===== src/verilog/obp_regs.vh =====
// constants for the one-bit processor core
`ifndef OBP_REGS_VH
`define OBP_REGS_VH
// opcodes
`define OBP_OP_NOP_ZERO 4'h0
`define OBP_OP_LOAD_BIT 4'h1
`define OBP_OP_LOAD_INV 4'h2
`define OBP_OP_AND 4'h3
`define OBP_OP_AND_INV 4'h4
`define OBP_OP_OR 4'h5
`define OBP_OP_OR_INV 4'h6
`define OBP_OP_XNOR 4'h7
`define OBP_OP_STORE_BIT 4'h8
`define OBP_OP_STORE_INV 4'h9
`define OBP_OP_IN_GATE 4'hA
`define OBP_OP_OUT_GATE 4'hB
`define OBP_OP_JUMP 4'hC
`define OBP_OP_RETURN 4'hD
`define OBP_OP_SKIP_ZERO 4'hE
`define OBP_OP_NOP_ONES 4'hF
// register addresses (byte)
`define OBP_ADDR_CTRL 32'h0000_0000
`define OBP_ADDR_STATUS 32'h0000_0004
`define OBP_ADDR_DIVIDE 32'h0000_0008
// ctrl field positions
`define OBP_CTRL_MASTER_RESET 0
`define OBP_CTRL_EXT_CLOCK 1
// reset values
`define OBP_CTRL_RESET 2'h1
`define OBP_DIVIDE_RESET 8'h0C
// oscillator restart delay: 2000 ns, 50 sys_clk cycles of 40 ns, sized for the hold counter
`define OBP_RESTART_NS 2000
`define OBP_CLK_NS 40
`define OBP_RESTART_CYCLES 16'h0032
// axi answers
`define OBP_RESP_OKAY 2'h0
`define OBP_RESP_SLVERR 2'h2
`endif


===== src/verilog/obp_sync.v =====
// two flip-flop synchroniser for one level
`timescale 1ns/1ps
module obp_sync
(
  // clock and reset
  input wire sys_clk,
  input wire reset_n,
  // level in and out
  input wire din,
  output reg dout
);
  reg stage1;

  // first stage is read only by the second
  always @(posedge sys_clk or negedge reset_n)
  begin
    if (!reset_n)
    begin
      stage1 <= 1'b0;
      dout <= 1'b0;
    end
    else
    begin
      stage1 <= din;
      dout <= stage1;
    end
  end
endmodule // obp_sync


===== src/verilog/obp_osc.v =====
// machine clock generator: divider from sys_clk or external clock input
`timescale 1ns/1ps
`include "obp_regs.vh"
module obp_osc
(
  // clock and reset
  input wire sys_clk,
  input wire reset_n,
  // control
  input wire master_reset,
  input wire use_ext_clock,
  input wire ext_clock_sync,
  input wire [7:0] half_period,
  // machine clock level and edge pulses
  output reg clock_out_pin,
  output reg rise_pulse,
  output reg fall_pulse
);
  reg [7:0] div_count;
  reg [15:0] hold_count;
  reg next_level;

  // pick the next clock level from divider or external input
  always @*
  begin
    next_level = clock_out_pin;
    if (master_reset || hold_count != 16'h0000)
      next_level = 1'b1;
    else if (use_ext_clock)
      next_level = ext_clock_sync;
    else if (div_count >= half_period)
      next_level = ~clock_out_pin;
  end

  // divider, restart delay and edge detection
  always @(posedge sys_clk or negedge reset_n)
  begin
    if (!reset_n)
    begin
      div_count <= 8'h00;
      hold_count <= 16'h0000;
      clock_out_pin <= 1'b1;
      rise_pulse <= 1'b0;
      fall_pulse <= 1'b0;
    end
    else
    begin
      if (master_reset)
        hold_count <= `OBP_RESTART_CYCLES;
      else if (hold_count != 16'h0000)
        hold_count <= hold_count - 16'h0001;
      if (master_reset || div_count >= half_period || hold_count != 16'h0000)
        div_count <= 8'h00;
      else
        div_count <= div_count + 8'h01;
      clock_out_pin <= next_level;
      rise_pulse <= ~clock_out_pin & next_level;
      fall_pulse <= clock_out_pin & ~next_level;
    end
  end
endmodule // obp_osc


===== src/verilog/obp_core.v =====
// one-bit logic processor core with axi4-lite control registers
// What this block does
// - opcode 0000 pulses zero flag, no change
// - opcode 1111 pulses ones flag, no change
// - 0001 loads data into result
// - 0010 loads inverted data into result
// - 0011 ands data into result
// - 0100 ands inverted data into result
// - 0101 ors data into result
// - 0110 ors inverted data into result
// - 0111 result set when equal to data
// - 1000 drives result out with write strobe
// - 1001 drives inverted result with write strobe
// - 1010 loads data into input gate
// - 1011 loads data into output gate
// - 1100 pulses jump strobe only
// - 1101 pulses return, skips next instruction
// - 1110 skips next when result zero
// - clock from oscillator divider or external pin, shown on clock output
// - data reaches logic unit only when gated
// - write strobe only while output gate high
// - master reset clears registers and flags
// - clock held high in reset, delayed restart
// - result shown on dedicated output
// - opcode latched on falling clock edge
// - every instruction takes one clock period
// - flags held one full clock period
`timescale 1ns/1ps
`include "obp_regs.vh"
module obp_core
(
  // clock and reset
  input wire sys_clk,
  input wire reset_n,
  // axi4-lite write address
  input wire [31:0] s_axi_awaddr,
  input wire s_axi_awvalid,
  output wire s_axi_awready,
  // axi4-lite write data
  input wire [31:0] s_axi_wdata,
  input wire [3:0] s_axi_wstrb,
  input wire s_axi_wvalid,
  output wire s_axi_wready,
  // axi4-lite write response
  output reg [1:0] s_axi_bresp,
  output reg s_axi_bvalid,
  input wire s_axi_bready,
  // axi4-lite read address
  input wire [31:0] s_axi_araddr,
  input wire s_axi_arvalid,
  output wire s_axi_arready,
  // axi4-lite read data
  output reg [31:0] s_axi_rdata,
  output reg [1:0] s_axi_rresp,
  output reg s_axi_rvalid,
  input wire s_axi_rready,
  // program memory opcode pins
  input wire [3:0] opcode_pins,
  // external clock pin
  input wire ext_clock_pin,
  // bidirectional data line
  input wire data_in,
  output reg data_out,
  output reg data_oe,
  // strobes and flags
  output reg write_strobe,
  output reg jump_strobe,
  output reg return_strobe,
  output reg flag_zero_pulse,
  output reg flag_ones_pulse,
  // machine clock and result
  output wire clock_out_pin,
  output reg result_pin
);
  // control registers
  reg [1:0] ctrl;
  reg [7:0] half_period;
  // processor state
  reg result_bit;
  reg input_gate;
  reg output_gate;
  reg skip_next;
  reg [3:0] opcode_latch;
  // synchronised pins
  wire [3:0] opcode_sync;
  wire data_sync;
  wire ext_sync;
  wire rise_pulse;
  wire fall_pulse;
  wire master_reset;
  // axi holding state
  reg aw_held;
  reg w_held;
  reg [31:0] aw_addr;
  reg [31:0] w_data;
  reg [3:0] w_strb;
  // next values
  reg next_result;
  reg next_input_gate;
  reg next_output_gate;
  reg next_skip;
  reg next_drive;
  reg next_write;
  reg next_data;
  reg gated_data;
  reg do_exec;

  assign master_reset = ctrl[`OBP_CTRL_MASTER_RESET];

  // every pin passes two flip-flops before the logic sees it
  genvar gi;
  generate
    for (gi = 0; gi < 6; gi = gi + 1)
    begin : g_sync
      wire pin_in;
      wire pin_out;
      if (gi < 4)
      begin : g_op
        assign pin_in = opcode_pins[gi];
        assign opcode_sync[gi] = pin_out;
      end
      else if (gi == 4)
      begin : g_dat
        assign pin_in = data_in;
        assign data_sync = pin_out;
      end
      else
      begin : g_ext
        assign pin_in = ext_clock_pin;
        assign ext_sync = pin_out;
      end
      obp_sync u_sync
      (
        .sys_clk(sys_clk),
        .reset_n(reset_n),
        .din(pin_in),
        .dout(pin_out)
      );
    end
  endgenerate

  // machine clock generator
  obp_osc u_osc
  (
    .sys_clk(sys_clk),
    .reset_n(reset_n),
    .master_reset(master_reset),
    .use_ext_clock(ctrl[`OBP_CTRL_EXT_CLOCK]),
    .ext_clock_sync(ext_sync),
    .half_period(half_period),
    .clock_out_pin(clock_out_pin),
    .rise_pulse(rise_pulse),
    .fall_pulse(fall_pulse)
  );

  // decode and logic unit for the latched opcode
  always @*
  begin
    do_exec = ~skip_next;
    gated_data = data_sync & input_gate;
    next_result = result_bit;
    next_input_gate = input_gate;
    next_output_gate = output_gate;
    next_skip = 1'b0;
    next_drive = 1'b0;
    next_write = 1'b0;
    next_data = 1'b0;
    if (do_exec)
    begin
      case (opcode_latch)
        `OBP_OP_LOAD_BIT: next_result = gated_data;
        `OBP_OP_LOAD_INV: next_result = ~gated_data;
        `OBP_OP_AND: next_result = result_bit & gated_data;
        `OBP_OP_AND_INV: next_result = result_bit & ~gated_data;
        `OBP_OP_OR: next_result = result_bit | gated_data;
        `OBP_OP_OR_INV: next_result = result_bit | ~gated_data;
        `OBP_OP_XNOR: next_result = ~(result_bit ^ gated_data);
        `OBP_OP_STORE_BIT:
        begin
          next_drive = output_gate;
          next_write = output_gate;
          next_data = result_bit;
        end
        `OBP_OP_STORE_INV:
        begin
          next_drive = output_gate;
          next_write = output_gate;
          next_data = ~result_bit;
        end
        `OBP_OP_IN_GATE: next_input_gate = data_sync;
        `OBP_OP_OUT_GATE: next_output_gate = data_sync;
        `OBP_OP_RETURN: next_skip = 1'b1;
        `OBP_OP_SKIP_ZERO: next_skip = ~result_bit;
        default: next_result = result_bit;
      endcase
    end
  end

  // opcode latch, state update and outputs on machine clock falls; result pin follows every sys_clk
  always @(posedge sys_clk or negedge reset_n)
  begin
    if (!reset_n)
    begin
      opcode_latch <= 4'h0;
      result_bit <= 1'b0;
      input_gate <= 1'b0;
      output_gate <= 1'b0;
      skip_next <= 1'b0;
      data_out <= 1'b0;
      data_oe <= 1'b0;
      write_strobe <= 1'b0;
      jump_strobe <= 1'b0;
      return_strobe <= 1'b0;
      flag_zero_pulse <= 1'b0;
      flag_ones_pulse <= 1'b0;
      result_pin <= 1'b0;
    end
    else if (master_reset)
    begin
      opcode_latch <= 4'h0;
      result_bit <= 1'b0;
      input_gate <= 1'b0;
      output_gate <= 1'b0;
      skip_next <= 1'b0;
      data_out <= 1'b0;
      data_oe <= 1'b0;
      write_strobe <= 1'b0;
      jump_strobe <= 1'b0;
      return_strobe <= 1'b0;
      flag_zero_pulse <= 1'b0;
      flag_ones_pulse <= 1'b0;
      result_pin <= 1'b0;
    end
    else
    begin
      result_pin <= result_bit;
      if (fall_pulse)
      begin
        // one instruction per period: execute previous, latch the new one
        opcode_latch <= opcode_sync;
        result_bit <= next_result;
        input_gate <= next_input_gate;
        output_gate <= next_output_gate;
        skip_next <= next_skip;
        data_out <= next_data;
        data_oe <= next_drive;
        write_strobe <= next_write;
        jump_strobe <= do_exec && opcode_latch == `OBP_OP_JUMP;
        return_strobe <= do_exec && opcode_latch == `OBP_OP_RETURN;
        flag_zero_pulse <= do_exec && opcode_latch == `OBP_OP_NOP_ZERO;
        flag_ones_pulse <= do_exec && opcode_latch == `OBP_OP_NOP_ONES;
      end
    end
  end

  // axi4-lite write side: address and data taken in either order
  assign s_axi_awready = ~aw_held & ~s_axi_bvalid;
  assign s_axi_wready = ~w_held & ~s_axi_bvalid;
  assign s_axi_arready = ~s_axi_rvalid;

  always @(posedge sys_clk or negedge reset_n)
  begin
    if (!reset_n)
    begin
      aw_held <= 1'b0;
      w_held <= 1'b0;
      aw_addr <= 32'h0000_0000;
      w_data <= 32'h0000_0000;
      w_strb <= 4'h0;
      s_axi_bvalid <= 1'b0;
      s_axi_bresp <= 2'h0;
      ctrl <= `OBP_CTRL_RESET;
      half_period <= `OBP_DIVIDE_RESET;
    end
    else
    begin
      if (s_axi_awvalid && s_axi_awready)
      begin
        aw_held <= 1'b1;
        aw_addr <= s_axi_awaddr;
      end
      if (s_axi_wvalid && s_axi_wready)
      begin
        w_held <= 1'b1;
        w_data <= s_axi_wdata;
        w_strb <= s_axi_wstrb;
      end
      if (aw_held && w_held && !s_axi_bvalid)
      begin
        aw_held <= 1'b0;
        w_held <= 1'b0;
        s_axi_bvalid <= 1'b1;
        s_axi_bresp <= `OBP_RESP_OKAY;
        if ({aw_addr[31:2], 2'h0} == `OBP_ADDR_CTRL)
        begin
          if (w_strb[0])
            ctrl <= w_data[1:0];
        end
        else if ({aw_addr[31:2], 2'h0} == `OBP_ADDR_DIVIDE)
        begin
          if (w_strb[0])
            half_period <= w_data[7:0];
        end
        else if ({aw_addr[31:2], 2'h0} != `OBP_ADDR_STATUS)
          s_axi_bresp <= `OBP_RESP_SLVERR;
      end
      else if (s_axi_bvalid && s_axi_bready)
        s_axi_bvalid <= 1'b0;
    end
  end

  // axi4-lite read side
  always @(posedge sys_clk or negedge reset_n)
  begin
    if (!reset_n)
    begin
      s_axi_rvalid <= 1'b0;
      s_axi_rdata <= 32'h0000_0000;
      s_axi_rresp <= 2'h0;
    end
    else if (s_axi_arvalid && s_axi_arready)
    begin
      s_axi_rvalid <= 1'b1;
      s_axi_rresp <= `OBP_RESP_OKAY;
      if ({s_axi_araddr[31:2], 2'h0} == `OBP_ADDR_CTRL)
        s_axi_rdata <= {30'h0, ctrl};
      else if ({s_axi_araddr[31:2], 2'h0} == `OBP_ADDR_STATUS)
        s_axi_rdata <= {24'h0, opcode_latch, skip_next, output_gate, input_gate,
          result_bit};
      else if ({s_axi_araddr[31:2], 2'h0} == `OBP_ADDR_DIVIDE)
        s_axi_rdata <= {24'h0, half_period};
      else
      begin
        s_axi_rdata <= 32'h0000_0000;
        s_axi_rresp <= `OBP_RESP_SLVERR;
      end
    end
    else if (s_axi_rvalid && s_axi_rready)
      s_axi_rvalid <= 1'b0;
  end
endmodule // obp_core


===== config.mk =====
export PLATFORM = sky130hd
export DESIGN_NAME = obp_core
export DESIGN_NICKNAME = d
export VERILOG_FILES = /design/src/verilog/obp_sync.v /design/src/verilog/obp_osc.v /design/src/verilog/obp_core.v
export VERILOG_INCLUDE_DIRS = /design/src /design/src/verilog
export SDC_FILE = /design/constraint.sdc
export NUM_CORES = 1
export LEC_CHECK = 0
export BUFFER_PORTS_ARGS = -buffer_cell sky130_fd_sc_hd__buf_2
export CAP_MARGIN = 30
export CORE_MARGIN = 1
export CORE_UTILIZATION = 34
export CTS_CLUSTER_DIAMETER = 60
export DETAILED_ROUTE_END_ITERATION = 16
export PLACE_DENSITY = 0.68
export REMOVE_ABC_BUFFERS = 1
export SLEW_MARGIN = 20
export SYNTH_ARGS = -nofsm -noshare
export SYNTH_HDL_FRONTEND = slang
export SYNTH_SLANG_ARGS = --single-unit

===== constraint.sdc =====
create_clock -name sys_clk -period 2.95 [get_ports sys_clk]
set_clock_uncertainty 0.05 [all_clocks]
set_input_delay 0.1475 -clock sys_clk [delete_from_list [all_inputs] [get_ports sys_clk]]
set_output_delay 0.1475 -clock sys_clk [all_outputs]
set_load 0.005 [all_outputs]

== Yosys cells after proc, flatten, opt, wreduce, memory -nomap -nowiden ==
Index checks and enable logic that the tools add are counted.
W data, S select, Z words.
Word-level totals
  bits in registers: 144
  output and inout port bits: 50
Cells by class
  add/subtract/negate cells: 2
  magnitude comparators: 1
  equality and inequality tests: 20
  muxes and demuxes: 58
  bitwise gates (word level): 20
  reduce and logical (&&, ||, !) cells: 34
Operators with widths (count)
  $eq A30 B2 Y1 const B: 2
  $logic_not A30 Y1: 2
  $mux W1: 41
  $eq A4 B4 Y1 const B: 8
  $mux W16: 2
  $mux W8: 4
  $eq A30 B1 Y1 const B: 1
  $ne A30 B1 Y1 const B: 1
  $eq A4 B3 Y1 const B: 4
  $reduce_bool A16 Y1: 1
  $reduce_bool A2 Y1: 8
  $sub A16 B1 Y16 const B: 1
  $mux W2: 6
  $reduce_and A3 Y1: 4
  $logic_and A1 B1 Y1: 11
  $not A1 Y1: 11
  $add A8 B1 Y8 const B: 1
  $eq A4 B2 Y1 const B: 2
  $ge A8 B8 Y1: 1
  $mux W4: 2
  $reduce_bool A8 Y1: 1
  $pmux W1 S7: 1
  $and A1 B1 Y1: 6
  $eq A4 B1 Y1 const B: 1
  other kinds (9): 13

== Logic depth before layout (Yosys ltp) ==
  depth in word-level cells: 7
  mapped depth: 8

== Cells and area by module ==
From an unflattened synthesis, not the netlist that was laid out.
Second synthesis, totals
  cells, all modules: 457
  area, all modules: 5401.4 um^2
Modules (own cells, without submodules)
  obp_core: times used 1, cells each 291, area an instance 3518.4 um^2, seq. area each 1955.6 um^2
  obp_osc: times used 1, cells each 154, area an instance 1582.8 um^2, seq. area each 676.9 um^2
  obp_sync: times used 6, cells each 2, area an instance 50.0 um^2, seq. area each 50.0 um^2

== Worst setup path before layout ==
No wires, ideal clock.
  path kind: reg-to-reg
  from: register half_period[3]
  to: register u_osc.div_count[2]
  setup time: 0.069 ns
  data arrival time: 2.230 ns
  slack: 0.602 ns
  cell stages (with the launch flop): 9
  buffers on the path: 1
  period minus slack after synthesis: 2.348 ns
  path through: dfstp_2 > inv_1 > ha_1 > or4_1 > a21oi_1 > o31ai_1 > or4_4 > buf_6 > nor2_2
Between the ends
  longest elaborated chain between the ends: 4
RTL lines
  start: declaration: line obp_core.v:77  | reg [7:0] half_period;
  start signal: assignment: line obp_core.v:273  | half_period <= `OBP_DIVIDE_RESET;
  start signal: assignment: line obp_core.v:302  | half_period <= w_data[7:0];
  $ge A8 B8 Y1: line obp_osc.v:52  | if (master_reset || div_count >= half_period || hold_count != 16'h0000)
  $logic_or A1 B1 Y1 (2 in series): line obp_osc.v:52
  $mux W8: line obp_osc.v:52
  end signal: assignment: line obp_osc.v:55  | div_count <= div_count + 8'h01;
  end: declaration: line obp_osc.v:19  | reg [7:0] div_count;
Every way passes these cells.
A chain may end at the register's enable or synchronous reset.

== Final worst setup path ==
  from: register half_period[3]
  to: register u_osc.div_count[5]
The elaborated chain is that of the path after synthesis.

==> results_dict.tcl <==
set metrics [dict create \
    ys.flop_type "dfrtp_1" \
    swShare_pct 28.8 \
    leakagePower_nw 3.24 \
    endpoint "u_osc.div_count[5]$_DFF_PN0_" \
    status "finished clean" \
    worst-path-max-fanout 8 \
    drt-pass1-iter-count 4 \
    clock_latency_ps 410 \
    synth-compound-area-share_pct 6.35 \
    vdd_ir_drop_max_uv 472 \
    rr_worst_depth 7 \
    clk_path_buf_depth 2 \
    grt_pass1_vias 4091 \
    rsz0062_at_grt "false" \
    wl_per_cell_um 13.6 \
    slew_headroom_pct 59.4 \
    cts_tree "built" \
    placed_cells 756 \
    synth_mux_area_share_pct 11.8 \
    routed_wl_mm 11.4 \
    max_freq_mhz 399 \
    met3_usage_pct 4.77 \
    fin_crit_ps 2510 \
    drc 0 \
    reg2reg_slack_ps 440 \
    synthAdderAreaFrac_pct 2.58 \
    die_area_um2 16200 \
    gp_congestion 0.792 \
    die_w_um 127 \
    p_clk_share_pct 35.6 \
    cp_slowest_cell "or4_4" \
    vias 3945 \
    grt_use_met2_pct 25.7 \
    netlist_area_um2 5340 \
    crit_start "half_period[3]$_DFFE_PN1P_" \
    core_area_um2 15300 \
    syn_area_per_cell_um2 11.7 \
    finish.utilization_pct 46.1 \
    fin_crit_sh_pct 85.0 \
    arrival_ps 2790 \
    clkSlewWorstSetupHoldPaths_ps 50 \
    grt_usage_pct 14.9 \
    diodes 0 \
    synth_top_family_by_area "simple AND/OR/NAND/NOR gates" \
    grt_pass1_wl_mm 18.9 \
    cap_violations 0 \
    cts_resized 0 \
    finalMaxSlewViolations 0 \
    power.internal_mw 4.08 \
    cts.sinks 116 \
    crit_path_start_kind "register" \
    start_util_pct 35.0 \
    r2r-end "u_osc.div_count[5]$_DFF_PN0_" \
    worst_pin_slew_ps 608 \
    synthToLayoutAreaGrowth_pct 31.8 \
    tns_ps 0 \
    grt.overflow.total 0 \
    ys_seq_area_share_pct 54.4 \
    setup-violations-final 0 \
    drive_above_1_share_pct 33.1 \
    post-dp-hpwl_mm 7.53 \
    async_flop_share_pct 100 \
    regToRegStartpoint "half_period[3]$_DFFE_PN1P_" \
    synthSimpleGateAreaFrac_pct 15.1 \
    synth_edf_count 0 \
    yosysWarningCount 0 \
    netlist_instances 457 \
    required_ps 3240 \
    grt_max_degree 84 \
    timing.final.hold_violations 0 \
    combinationalPowerShare_pct 21.6 \
    avgViaCountPerCell 4.72 \
    cts_root_buf "clkbuf_16" \
    critPathMaxStageDelay_ps 640 \
    power_density_nw_per_um2 813 \
    power_switching_mw 1.65 \
    dr.first_iter.drc_count 168 \
    die_h_um 127 \
    crit_type "register to register" \
    nets 736 \
    antenna_left 0 \
    finalNonFillerCells 836 \
    grt_util_met1_pct 16.8 \
    crit_family "simple AND/OR/NAND/NOR gates" \
    synth.distinct_cells 50 \
    endpoint_kind "register" \
    crit_cells 7 \
    ys_ff_latch 116 \
    globalRoute.busiestLayer "met2" \
    synth_xor_area_share_pct 3.28 \
    path_cells "inv_1, ha_1, or4_1, a21oi_1, o31ai_1, or4_4, nor2_2" \
    pin_count 163 \
    portBuffers 105 \
    crit_buf_inv 1 \
    numCtsBuffers 17 \
    h-tree-depth 4 \
    hp-class "input port to register" \
    antenna_found_initial 0 \
    p_seq_share_pct 42.8 \
    rows 45 \
]
-- cells by family (layout without fill, tap and decap cells) --
group | Yosys count | count (layout)
other | 1 | 26
XOR/XNOR | 20 | 20
AND/OR/NAND/NOR | 141 | 141
buffers and inverters | 60 | 203
multiplexers | 57 | 57
flip-flops | 116 | 116
AO/OA/AOI/OAI | 51 | 51
adder cells (fa/ha/maj) | 11 | 11
-- worst min-delay path, stage by stage --
cell and delay (ps):
buf_2 130, a21oi_1 110, o21ai_0 70
-- worst min-delay path by stage --
stage          cells after the start  slack (ps)                    endpoint             from
2_1_floorplan                      0        -200     aw_addr[10]$_DFFE_PN0P_          reset_n
3_3_place_gp                       1          70     aw_addr[10]$_DFFE_PN0P_          reset_n
3_5_place_dp                       1          70     aw_addr[10]$_DFFE_PN0P_          reset_n
4_1_cts                            3          40  s_axi_rresp[1]$_DFFE_PN0P_  s_axi_araddr[3]
5_1_grt                            3          80  s_axi_rresp[1]$_DFFE_PN0P_  s_axi_araddr[3]
6_report                           3          60  s_axi_rresp[1]$_DFFE_PN0P_  s_axi_araddr[3]
-- through the flow --
stage          hold WS (ps)  instance area (um^2)  power (mW)  setup slack [ps]
2_1_floorplan          -198                  5150        3.25               631
3_3_place_gp           65.6                  5970        3.56               510
3_5_place_dp           70.1                  5970        3.66               465
4_1_cts                37.0                  7040        5.77               450
5_1_grt                75.4                  7040        6.08               330
6_report               55.9                  7040        5.73               443
-- state kept, by name, summed over array words and instances (netlist names), 2 cells and up --
| signal | cells |
|---|---|
| w_data | 8 |
| g_sync.u_sync.dout | 6 |
| s_axi_rdata | 8 |
| opcode_latch | 4 |
| half_period | 8 |
| g_sync.u_sync.stage1 | 6 |
| ctrl | 2 |
| u_osc.hold_count | 16 |
| aw_addr | 30 |
| u_osc.div_count | 8 |
-- repair_timing --
action	in CTS	in global routing
hold buffers	48	0
setup buffers	0	0
endpoints found under the setup margin	0	0
hold endpoints to repair	80	0
-- layout make-up --
type	count	area [um^2]
sequential	116	2910
fill	1386	8220
inverter	16	60.1
clock inverter	10	131
multi-input combinational	306	2190
timing repair buffer	155	1040
tap	211	264
clock buffer	22	454
-- per-layer routing --
| layer | wire length, um | vias up |
|---|---|---|
| met3 | 631 | 19 |
| met4 | 200 | 0 |
| li1 | - | 1873 |
| met1 | 4710 | 1929 |
| met2 | 5830 | 124 |
| met5 | 0 | - |
-- placed cells by master (no fill, tap or decap), drive strengths merged, types with 9 or more instances in the layout --
master | Yosys | layout
dfrtp | 112 | 112
buf | 31 | 107
mux2 | 48 | 48
dlygate4sd3 | 0 | 48
nor2 | 40 | 40
conb | 1 | 26
clkbuf | 13 | 22
nand2 | 21 | 21
nor4 | 19 | 19
xor2 | 17 | 17
inv | 16 | 16
a21oi | 14 | 14
ha | 11 | 11
nand3 | 11 | 11
o31ai | 10 | 10
o21ai | 9 | 9
mux2i | 9 | 9
-- cell usage after synthesis, types with 3 or more instances --
master | number | area (um^2)
or3_1 | 3 | 18.8
mux2i_1 | 9 | 90.1
mux2_2 | 48 | 541
ha_1 | 11 | 138
nor4_1 | 17 | 106
xnor2_1 | 3 | 26.3
a22oi_1 | 7 | 52.6
nor2b_1 | 7 | 43.8
dfrtp_1 | 112 | 2800
buf_4 | 27 | 203
nor2_2 | 7 | 43.8
a21o_1 | 3 | 22.5
o31ai_1 | 10 | 75.1
nor3b_1 | 3 | 22.5
nand3_1 | 10 | 50.1
clkbuf_1 | 13 | 48.8
inv_1 | 16 | 60.1
nand4_1 | 8 | 50.1
nor3_1 | 5 | 25.0
a32o_1 | 3 | 30.0
o21ai_0 | 9 | 45.0
a21oi_1 | 14 | 70.1
nor2_1 | 31 | 116
nand2_1 | 20 | 75.1
xor2_1 | 17 | 149
dfstp_2 | 4 | 105
nand2b_1 | 5 | 31.3
-- power by group through the flow --
stage | clock network [mW] | logic [mW] | registers (mW)
after floorplan | 0 | 0.900 | 2.35
after global placement | 0 | 1.13 | 2.43
after detailed placement | 0 | 1.19 | 2.47
after CTS | 2.08 | 1.25 | 2.45
after global routing | 2.17 | 1.39 | 2.52
final | 2.04 | 1.24 | 2.45
(Power assumes the default switching activity.)
